### src/rtl/lpf_regs.vh
`ifndef LPF_REGS_VH
`define LPF_REGS_VH

// mode encodings
`define LPF_ST_ACTIVE 2'h0
`define LPF_ST_FROZEN 2'h1
`define LPF_ST_IDLE 2'h2
// freeze entry/exit limit in ns and clock period in ns
`define LPF_FREEZE_LIMIT_NS 1000
`define LPF_CLK_PERIOD_NS 10
// longest time rounds down
`define LPF_FREEZE_LIMIT_CYC (`LPF_FREEZE_LIMIT_NS / `LPF_CLK_PERIOD_NS)
`define LPF_CNT_W 7
// input synchroniser depth
`define LPF_SYNC_W 3
// reset levels: request pins idle low, the active-low pll shutdown idles high
`define LPF_REQ_IDLE 1'h0
`define LPF_PD_IDLE 1'h1
`define LPF_FLAG_CLR 1'h0
`define LPF_FLAG_SET 1'h1
`define LPF_PAD_RST 8'h00
`define LPF_CNT_ZERO 7'h00
`define LPF_CNT_ONE 7'h01

`endif

### src/rtl/lpf_freeze_ctrl.v
// How it works
// (RULE1) asserting freeze_request_pin freezes the device and releasing it resumes, each well within 1 us.
// (RULE2) while frozen the core state enable is low so registers and sram hold their contents.
// (RULE3) when io retention is enabled the pad outputs hold their values throughout freeze.
// (RULE4) the outside may keep clocking and toggling inputs during freeze without disturbing held state.
// (RULE5) entering freeze gates off every pll-derived clock while external clocks are ignored.
// (RULE6) when incoming clocks stop the state is kept and work resumes when they restart.
// (RULE7) driving pll_shutdown_n low shuts off the pll and its output clocks; the code keeps the pll powered while want_freeze is high, as freeze wins.
// (RULE8) in static idle nothing changes state.
// (RULE9) in the qualified variant freeze needs both the request and freeze_qualify_signal; dropping the request resumes.
`timescale 1ns/100ps
`default_nettype none
`include "lpf_regs.vh"

module lpf_freeze_ctrl (
	input wire clk,
	input wire reset,
	input wire freeze_request_pin,
	input wire freeze_qualify_signal,
	input wire pll_shutdown_n,
	input wire qualify_mode,
	input wire io_retain_en,
	input wire [7:0] io_out_core,
	output reg [7:0] io_out_pad,
	output wire core_state_en,
	output reg pll_clk_en,
	output reg pll_power_en,
	output reg frozen,
	output reg static_idle,
	output reg [1:0] mode,
	output reg deadline_miss
);

	wire req_r;
	wire qual_r;
	wire pd_n_r;
	reg [`LPF_CNT_W-1:0] lat_cnt_r;
	reg [`LPF_CNT_W-1:0] lat_cnt_nxt;
	reg want_freeze;
	reg [1:0] mode_nxt;
	reg frozen_nxt;
	reg static_idle_nxt;
	reg pll_clk_en_nxt;
	reg pll_power_en_nxt;
	reg pad_hold;

	// each pin has its own synchroniser; the shutdown pin resets high so reset never fakes an idle request
	lpf_sync #(
		.RST_VAL(`LPF_REQ_IDLE)
	) i_req_sync (
		.clk(clk),
		.reset(reset),
		.pin_in(freeze_request_pin),
		.level_r(req_r)
	);

	lpf_sync #(
		.RST_VAL(`LPF_REQ_IDLE)
	) i_qual_sync (
		.clk(clk),
		.reset(reset),
		.pin_in(freeze_qualify_signal),
		.level_r(qual_r)
	);

	lpf_sync #(
		.RST_VAL(`LPF_PD_IDLE)
	) i_pd_sync (
		.clk(clk),
		.reset(reset),
		.pin_in(pll_shutdown_n),
		.level_r(pd_n_r)
	);

	// exit only needs the request dropped; qualify matters at entry only
	always @* begin
		if (qualify_mode) begin
			want_freeze = req_r & (qual_r | (mode == `LPF_ST_FROZEN)); // see (RULE9)
		end else begin
			want_freeze = req_r; // see (RULE1)
		end
	end

	always @* begin
		mode_nxt = mode;
		case (mode)
			`LPF_ST_ACTIVE: begin
				if (want_freeze)
					mode_nxt = `LPF_ST_FROZEN;
				else if (!pd_n_r)
					mode_nxt = `LPF_ST_IDLE; // see (RULE7)
			end
			`LPF_ST_FROZEN: begin
				if (!want_freeze)
					mode_nxt = `LPF_ST_ACTIVE; // see (RULE1)
			end
			`LPF_ST_IDLE: begin
				if (want_freeze)
					mode_nxt = `LPF_ST_FROZEN;
				else if (pd_n_r)
					mode_nxt = `LPF_ST_ACTIVE;
			end
			default: mode_nxt = `LPF_ST_ACTIVE;
		endcase
	end

	always @* begin
		frozen_nxt = (mode_nxt == `LPF_ST_FROZEN);
		static_idle_nxt = (mode_nxt == `LPF_ST_IDLE);
		// pll clocks gated in freeze, pll itself off in idle
		pll_clk_en_nxt = (mode_nxt == `LPF_ST_ACTIVE); // see (RULE5)
		pll_power_en_nxt = (mode_nxt != `LPF_ST_IDLE); // see (RULE7)
		pad_hold = frozen && io_retain_en;
	end

	always @(posedge clk) begin
		if (reset) begin
			mode <= `LPF_ST_ACTIVE;
		end else begin
			mode <= mode_nxt;
		end
	end

	always @(posedge clk) begin
		if (reset) begin
			frozen <= `LPF_FLAG_CLR;
		end else begin
			frozen <= frozen_nxt;
		end
	end

	always @(posedge clk) begin
		if (reset) begin
			static_idle <= `LPF_FLAG_CLR;
		end else begin
			static_idle <= static_idle_nxt;
		end
	end

	always @(posedge clk) begin
		if (reset) begin
			pll_clk_en <= `LPF_FLAG_SET;
		end else begin
			pll_clk_en <= pll_clk_en_nxt; // see (RULE5)
		end
	end

	always @(posedge clk) begin
		if (reset) begin
			pll_power_en <= `LPF_FLAG_SET;
		end else begin
			pll_power_en <= pll_power_en_nxt; // see (RULE7)
		end
	end

	// held low in freeze and idle so no core flop or sram write can land; clock stopping needs nothing extra
	assign core_state_en = (mode == `LPF_ST_ACTIVE); // see (RULE2) see (RULE4) see (RULE6) see (RULE8)

	// pads keep following the core except in freeze with retention strapped on
	always @(posedge clk) begin
		if (reset) begin
			io_out_pad <= `LPF_PAD_RST;
		end else if (!pad_hold) begin
			io_out_pad <= io_out_core; // see (RULE3)
		end
	end

	// watchdog on transition latency, sticky until reset
	always @* begin
		lat_cnt_nxt = `LPF_CNT_ZERO;
		if ((want_freeze != (mode == `LPF_ST_FROZEN)) && !deadline_miss)
			lat_cnt_nxt = lat_cnt_r + `LPF_CNT_ONE;
	end

	always @(posedge clk) begin
		if (reset) begin
			lat_cnt_r <= `LPF_CNT_ZERO;
		end else begin
			lat_cnt_r <= lat_cnt_nxt;
		end
	end

	always @(posedge clk) begin
		if (reset) begin
			deadline_miss <= `LPF_FLAG_CLR;
		end else if (lat_cnt_r >= `LPF_FREEZE_LIMIT_CYC) begin
			deadline_miss <= `LPF_FLAG_SET; // see (RULE1)
		end
	end

endmodule

// three-flop synchroniser with a two-sample agreement filter
module lpf_sync #(
	parameter [0:0] RST_VAL = 1'h0
) (
	input wire clk,
	input wire reset,
	input wire pin_in,
	output reg level_r
);

	reg [`LPF_SYNC_W-1:0] stage_r;
	wire [`LPF_SYNC_W-1:0] stage_nxt;
	wire settled;

	// stage one may be metastable; only stage two reads it
	assign stage_nxt = {stage_r[`LPF_SYNC_W-2:0], pin_in};

	// a level that has not stood for two samples is a glitch and is dropped
	assign settled = (stage_r[`LPF_SYNC_W-2] == stage_r[`LPF_SYNC_W-1]);

	always @(posedge clk) begin
		if (reset) begin
			stage_r <= {`LPF_SYNC_W{RST_VAL}};
		end else begin
			stage_r <= stage_nxt;
		end
	end

	always @(posedge clk) begin
		if (reset) begin
			level_r <= RST_VAL;
		end else if (settled) begin
			level_r <= stage_r[`LPF_SYNC_W-1];
		end
	end

endmodule
`default_nettype wire

### config.mk
export PLATFORM = sky130hd
export DESIGN_NAME = lpf_freeze_ctrl
export DESIGN_NICKNAME = d
export VERILOG_FILES = /design/src/rtl/lpf_freeze_ctrl.v
export VERILOG_INCLUDE_DIRS = /design/src /design/src/rtl
export SDC_FILE = /design/constraint.sdc
export NUM_CORES = 1
export LEC_CHECK = 0
export ABC_AREA = 1
export ABC_CLOCK_PERIOD_IN_PS = 1240
export BUFFER_PORTS_ARGS = -buffer_cell sky130_fd_sc_hd__buf_4
export CORE_MARGIN = 2
export CORE_UTILIZATION = 50
export DETAILED_ROUTE_END_ITERATION = 10
export PLACE_DENSITY = 0.78
export SYNTH_ARGS = -nofsm -noshare
export SYNTH_HDL_FRONTEND = slang
export SYNTH_HIERARCHICAL = 1
export SYNTH_SLANG_ARGS = --single-unit
### constraint.sdc
create_clock -name clk -period 1.24 [get_ports clk]
set_input_delay 0.248 -clock clk [delete_from_list [all_inputs] [get_ports clk]]
set_output_delay 0.248 -clock clk [all_outputs]
set_load 0.02 [all_outputs]
==> summary.log, run 1 <==
[status] outcome complete, no violations
[clocking] clock sinks 34
[layout] number of fill cells in the layout 204
[layout] final design area excluding fillers 1541 um^2
[route] post-detailed-route DRC marker count 0
[power] overall power after layout 1.873 mW
[worst_setup_path] critical path fanouts, max 6
[worst_setup_path] cell at the slowest stage of the critical path dfxtp_2
[timing] worst setup slack after layout 40.20 ps
[timing] setup TNS 0 ps
[worst_setup_path] family of cells with the greatest summed delay on the critical path flip-flops
[clocking] total clock buffers created by CTS 5
[layout] post-layout net count 205
[placed_design] number of port buffers 30
[worst_setup_path] Register-to-Register Path Depth 6
[yosys] synthesized area 1217 um^2
[worst_setup_path] required time at the endpoint of the critical path 990 ps
[clocking] Worst-Skew Late Latency 330 ps
[power] leakage dissipation 0.7284 nW
[yosys] post-synth net total 168
[grt] wire length of the first global-routing pass 3.788 mm
[layout] area growth from synthesis to layout 26.62%
[yosys] count of warnings emitted by yosys 6
[floorplan] Chip Height 53.35 um
[clocking] CTS tree done
[clocking] # hold bufs at CTS 0
[floorplan] number of placed I/O pins 31
[route] Final ANT Viol Nets 0
[grt] initial antenna violation count 0
[floorplan] Initial Util 54.00%
[clocking] H-tree level count 2
[layout] number of cells in the finished layout apart from fillers 217
[timing] final setup violation count 0
[timing] Final Slew Violations 0
[placed_design] DP Worst Slack 124.9 ps
[power] maximum resistive drop on vdd 0.001358 V
[worst_setup_path] category of the most critical setup path reg2out
[worst_setup_path] crit path capture type output port
[placed_design] DPL Wire Length 1.699 mm
[timing] RSZ-0062 raised after global routing true
[placed_design] Inst Count DP 209
[grt] total overflow reported by the global router 0
[timing] Fin. Hold Viols 0
[worst_setup_path] worst path bufs/invs 1
[timing] final critical delay including setup and external delays 1200 ps
[grt] combined global-route utilization of all metal layers 19.06%
[timing] slew of the pin with the lowest slew margin 245.0 ps
[worst_setup_path] cells traversed along the worst timing path nor2_1 > buf_4
[route] DR pass1 iterations 5
[layout] layout cells sized above 1 28.04%
[placed_design] global placer's final weighted congestion 0.7847
[yosys] number of unique standard cell types used by synthesis 18
[worst_setup_path] arrival time at the worst endpoint 950 ps
[worst_setup_path] Critical Path Max Stage Delay 360 ps
[route] ratio of routed vias to standard cells 4.760
[worst_setup_path] stages on the worst setup path 2
[hold_path] Hold Path Class in2reg
[clocking] clock-pin slew on the worst setup and hold paths 100 ps
[layout] register area 684.4 um^2
[grt] via count of the first global-routing pass 946
[timing] final worst path period share 96.76%
[route] violation count after the first detailed-route iteration 12
[yosys] synthesized flop and latch total 34
[flow_run] max_cap viols 0
[floorplan] area of the core region 2255 um^2
[floorplan] Rows 17
[hold_path] worst hold path stage count 2
[yosys] number of cells produced by synthesis 151
[timing] Post-Route Skew 5.337 ps
[route] Routed WL per cell 10.51 um
[floorplan] width of the die 53.35 um
[layout] area taken by multi-input logic gates 431.7 um^2
[yosys] Avg Synthesized Cell Area 8.062 um^2
[clocking] buffer type at the clock tree root clkbuf_4
[route] total number of vias 1033
[clocking] Bufs on Longest Clock Path 2
[power] power density over the cells 1215 nW/um^2
[route] Final Routed Wirelength 2.281 mm
[timing] Highest Clock Rate 0.8335 GHz
[timing] Relative slew margins 83.63%
[layout] Core Util, Final 68.37%
[yosys] sequential-to-total area share from yosys stat 55.91%
[timing] Final Hold Slack 92.56 ps
[layout] ant diodes 0
[floorplan] die area 2846 um^2
[placed_design] instance area after placement 1478 um^2
[worst_setup_path] startpoint kind of the worst setup timing path register
[grt] maximum number of pins on one net before global-route repair 17
==> synthesized netlist by cell type (all sizes together) <==
master	count	share of area, %
xnor2	1	0.72
or2	2	1.0
nor2	35	12
nand3	5	2.9
nand2	22	7.0
o21ai	10	4.1
nand4	2	1.0
inv	28	8.6
o21bai	2	1.2
dfxtp	34	56
a21oi	8	3.6
ha	2	2.1
==> layout make-up <==
type | instances | share of cell area [%]
sequential | 34 | 44.40
multi-input combinational | 89 | 28.00
timing repair buffer | 30 | 14.61
inverter | 28 | 6.818
clock buffer | 7 | 3.571
tap | 28 | 2.273
clock inverter | 1 | 0.3247
==> power by group <==
group | internal [mW] | switching [mW]
registers | 1.12 | 0.0124
logic | 0.0632 | 0.0595
clock network | 0.274 | 0.345
==> sequential cells by signal, summed over array words and instances, names as in the netlist <==
signal,cells
i_pd_sync/stage_r,3
deadline_miss,1
static_idle,1
lat_cnt_r,7
i_qual_sync/stage_r,3
i_pd_sync/level_r,1
mode,2
pll_clk_en,1
frozen,1
i_req_sync/level_r,1
pll_power_en,1
i_req_sync/stage_r,3
i_qual_sync/level_r,1
io_out_pad,8
==> path summary, 6_finish.rpt <==
check / startpoint / to / slack (ps)
max reg2reg: lat_cnt_r[0]$_SDFF_PP0_ / lat_cnt_r[6]$_SDFF_PP0_ / 80
min reg2reg: i_req_sync/stage_r[0]$_SDFF_PP0_ / i_req_sync/stage_r[1]$_SDFF_PP0_ / 410
min: pll_shutdown_n / i_pd_sync/stage_r[0]$_SDFF_PP1_ / 90
max: mode[0]$_SDFF_PP0_ / core_state_en / 40
==> per-layer routing <==
layer  wire length (um)  track usage (%)  share of wire, %  vias up
li1                   -                -                 -      531
met4                 52            10.26               2.3        0
met2               1171            32.72                51       24
met1                922            20.07                40      473
met3                135            6.780               5.9        5
met5                  0                0                 0        -
==> what timing repair did <==
action / CTS / global route
pin swaps: 0 / 0
gates resized for setup: 1 / 2
endpoints found under the setup margin: 2 / 2
buffers inserted: 0 / 0
==> cells by family (layout without fill, tap and decap cells) <==
group / count (synthesis) / after routing / synth area share (%)
and+or+nand+nor: 66 / 66 / 23.74
DFF: 34 / 34 / 55.91
buffers and inverters: 28 / 66 / 8.633
AOI/OAI and AO/OA: 20 / 20 / 8.940
adders and majority gates: 2 / 2 / 2.055
xor gates and xnor gates: 1 / 1 / 0.7196
==> placed cells by master (no fill, tap or decap), types with 3 or more instances in the layout <==
cell type	Yosys	layout
dfxtp_1	34	31
nor2_1	30	30
buf_4	0	30
inv_1	24	24
nand2_1	21	21
o21ai_0	9	9
a21oi_1	7	7
nor2_2	5	5
clkbuf_4	0	5
inv_2	4	4
nand3_1	3	3
dfxtp_2	0	3
Note: power is estimated with default switching activity, not from simulation.
==> inputs of run 2 (changes only) <==
--- a/config.mk
+++ b/config.mk
@@ -7,9 +7,9 @@
 export NUM_CORES = 1
 export LEC_CHECK = 0
 export ABC_AREA = 1
-export ABC_CLOCK_PERIOD_IN_PS = 1240
+export ABC_CLOCK_PERIOD_IN_PS = 1350
 export BUFFER_PORTS_ARGS = -buffer_cell sky130_fd_sc_hd__buf_4
-export CORE_MARGIN = 2
+export CORE_MARGIN = 10
 export CORE_UTILIZATION = 50
 export DETAILED_ROUTE_END_ITERATION = 10
 export PLACE_DENSITY = 0.78
==> constraint.sdc (replaced) <==
create_clock -name clk -period 1.35 [get_ports clk]
set_input_delay 0.27 -clock clk [delete_from_list [all_inputs] [get_ports clk]]
set_output_delay 0.27 -clock clk [all_outputs]
set_load 0.02 [all_outputs]
==> run 2 against run 1 <==
Effect of this change:
- first-iteration DRC count increased to 3.8 times the previous value
- register-to-register slack improved by 160 ps
- critical path type unchanged
- power decreased by 2.8%
- die area increased by 69%
- global-route usage decreased by 8.9 points
- hold slack improved by 32 ps
- flip-flop and latch count unchanged
- final area increased by 1.1%
- non-clock buffer count unchanged
- highest routed layer unchanged
- clock-buffer cell count increased by 1
- final cell count unchanged
==> summary.log, run 2 (synthesis results as in run 1) <==
[layout] most common cell after layout, fill and taps aside dfxtp_1 [unchanged]
[power] sequential share of power 57.0% [was 60.3%]
[status] outcome complete, no violations [unchanged]
[floorplan] width of the die 69.35 um [was 53.35 um]
[placed_design] global placer's final weighted congestion 0.7025 [was 0.7847]
[layout] layout cells sized above 1 27.51% [was 28.04%]
[layout] flip-flop count of the largest register, all copies and words added 8 [unchanged]
[timing] Fin. Hold Viols 0 [unchanged]
[worst_setup_path] arrival time at the worst endpoint 920 ps [was 950 ps]
[worst_setup_path] critical path fanouts, max 6 [unchanged]
[worst_setup_path] Register-to-Register Path Depth 6 [unchanged]
[clocking] Bufs on Longest Clock Path 2 [unchanged]
[clocking] # hold bufs at CTS 0 [unchanged]
[power] maximum resistive drop on vdd 0.0009889 V [was 0.001358 V]
[power] leakage dissipation 0.7367 nW [was 0.7284 nW]
[route] violation count after the first detailed-route iteration 46 [was 12]
[clocking] H-tree level count 2 [unchanged]
[worst_setup_path] setup slack of the most critical reg-to-reg path 240 ps [was 80 ps]
[floorplan] Initial Util 53.49% [was 54.00%]
[route] DR pass1 iterations 4 [was 5]
[layout] leading registers by flop count io_out_pad: 8 flops, lat_cnt_r: 7 flops [unchanged]
[clocking] CTS tree done [unchanged]
[worst_setup_path] cells traversed along the worst timing path nor2_1 > buf_4 [unchanged]
[layout] register ranked first by flip-flop count io_out_pad [unchanged]
[timing] setup TNS 0 ps [unchanged]
[route] total number of vias 998 [was 1033]
[timing] final critical delay including setup and external delays 1194 ps
[clocking] total clock buffers created by CTS 5 [unchanged]
[grt] maximum number of pins on one net before global-route repair 17 [unchanged]
[worst_setup_path] crit path capture type output port [unchanged]
[placed_design] instance area after placement 1478 um^2 [unchanged]
[worst_setup_path] family of cells with the greatest summed delay on the critical path flip-flops [unchanged]
[worst_setup_path] source of the worst register-to-register timing path lat_cnt_r[1]$_SDFF_PP0_ [was lat_cnt_r[0]$_SDFF_PP0_]
[flow_run] max_cap viols 0 [unchanged]
[worst_setup_path] worst path bufs/invs 1 [unchanged]
[worst_setup_path] startpoint kind of the worst setup timing path register [unchanged]
[layout] post-layout net count 205 [unchanged]
[clocking] Worst-Skew Late Latency 330 ps [about the same]
[route] Final Routed Wirelength 2.381 mm [was 2.281 mm]
[timing] slew of the pin with the lowest slew margin 256.1 ps [was 245.0 ps]
[power] clock network fraction of design power 36.8% [was 33.1%]
[route] Routed WL per cell 10.97 um [was 10.51 um]
[worst_setup_path] timing endpoint of the critical path core_state_en [unchanged]
[route] post-detailed-route DRC marker count 0 [unchanged]
[grt] total overflow reported by the global router 0 [unchanged]
[timing] Post-Route Skew 12.41 ps [was 5.337 ps]
[power] Cell Int Power 1.441 mW [was 1.455 mW]
[grt] combined global-route utilization of all metal layers 10.17% [was 19.06%]
[layout] Core Util, Final 68.44% [was 68.37%]
[clocking] buffer type at the clock tree root clkbuf_4 [unchanged]
[worst_setup_path] startpoint of the most critical setup path mode[0]$_SDFF_PP0_ [unchanged]
[clocking] clock-pin slew on the worst setup and hold paths 90 ps [was 100 ps]
[floorplan] Rows 17 [unchanged]
[grt] initial antenna violation count 0 [unchanged]
[power] combinational group share of total power 6.2% [was 6.6%]
[worst_setup_path] Critical Path Max Stage Delay 360 ps [about the same]
[timing] Highest Clock Rate 0.8377 GHz
[worst_setup_path] category of the most critical setup path reg2out [unchanged]
[timing] final worst path period share 88.42%
[timing] Final Hold Slack 124.5 ps [was 92.56 ps]
[timing] final setup violation count 0 [unchanged]
[clocking] clock sinks 34 [unchanged]
[worst_setup_path] stages on the worst setup path 2 [unchanged]
[layout] area growth from synthesis to layout 27.95% [was 26.62%]
[floorplan] Chip Height 69.35 um [was 53.35 um]
[power] sw frac 20.83% [was 22.28%]
[route] ratio of routed vias to standard cells 4.599 [was 4.760]
[floorplan] number of placed I/O pins 31 [unchanged]
[grt] via count of the first global-routing pass 981 [was 946]
[timing] Relative slew margins 82.89% [was 83.63%]
[timing] Final Slew Violations 0 [unchanged]
[power] power density over the cells 1168 nW/um^2 [was 1215 nW/um^2]
[floorplan] die area 4809 um^2 [was 2846 um^2]
[route] Final ANT Viol Nets 0 [unchanged]
[power] switching power total 0.3791 mW [was 0.4172 mW]
[worst_setup_path] capturing point of the worst reg2reg path lat_cnt_r[6]$_SDFF_PP0_ [unchanged]
[timing] RSZ-0062 raised after global routing false [was true]
[placed_design] DPL Wire Length 1.878 mm [was 1.699 mm]
[grt] wire length of the first global-routing pass 4.077 mm [was 3.788 mm]
[layout] ant diodes 0 [unchanged]
[worst_setup_path] required time at the endpoint of the critical path 1080 ps [was 990 ps]
[layout] most frequent cells in the layout dfxtp_1, nor2_1, buf_4, inv_1, nand2_1 [unchanged]
[floorplan] area of the core region 2276 um^2 [was 2255 um^2]
[worst_setup_path] cell at the slowest stage of the critical path dfxtp_2 [unchanged]
[hold_path] Hold Path Class in2reg [unchanged]
[placed_design] number of port buffers 30 [unchanged]
[layout] final design area excluding fillers 1558 um^2 [was 1541 um^2]
run 2: cell type report:
class,count,area [um^2]
clock buffer,8,78.83
fill,190,718.2
inverter,28,105.1
multi-input combinational,89,431.7
sequential,34,681.9
tap,28,35.03
timing repair buffer,30,225.2
run 2: stage by stage:
stage | instances | power [mW] | setup slack (ps)
finish | 217 | 1.820 | 156.3
global route | 217 | 1.899 | 56.12
CTS | 217 | 1.848 | 66.06
detailed placement | 209 | 1.176 | 249.7
global placement | 209 | 1.170 | 311.1
floorplan | 151 | 1.109 | 346.7
run 2: what timing repair did:
action                                  4_1_cts  5_1_grt
setup buffers                                 0        0
endpoints found under the setup margin        0        1
hold endpoints to repair                      0        0
resized for setup                             0        1
run 2: worst min-delay path by stage:
stage                                 startpoint                                 to  slack, ps  cells past startpoint
6_report                          pll_shutdown_n    i_pd_sync/stage_r[0]$_SDFF_PP1_        120                      2
5_1_grt                           pll_shutdown_n    i_pd_sync/stage_r[0]$_SDFF_PP1_        110                      2
4_1_cts                           pll_shutdown_n    i_pd_sync/stage_r[0]$_SDFF_PP1_        110                      2
3_5_place_dp   i_qual_sync/stage_r[0]$_SDFF_PP0_  i_qual_sync/stage_r[1]$_SDFF_PP0_        400                      2
3_3_place_gp   i_qual_sync/stage_r[0]$_SDFF_PP0_  i_qual_sync/stage_r[1]$_SDFF_PP0_        390                      2
2_1_floorplan                              reset         deadline_miss$_SDFFE_PP0P_        340                      1
run 2: metal layers:
layer	up-vias	share of wire [%]	GRT usage (%)
met4	0	0.92	3.991
met2	15	53	18.35
li1	533	-	-
met1	448	41	9.446
met3	2	4.5	5.136
met5	-	0	0
run 2: power groups by stage:
stage	sequential [mW]	clock, mW	combinational [mW]
after CTS	1.04	0.695	0.115
final	1.04	0.670	0.113
after global placement	1.06	0	0.111
after floorplan	1.08	0	0.0338
after global routing	1.04	0.735	0.124
after detailed placement	1.06	0	0.115
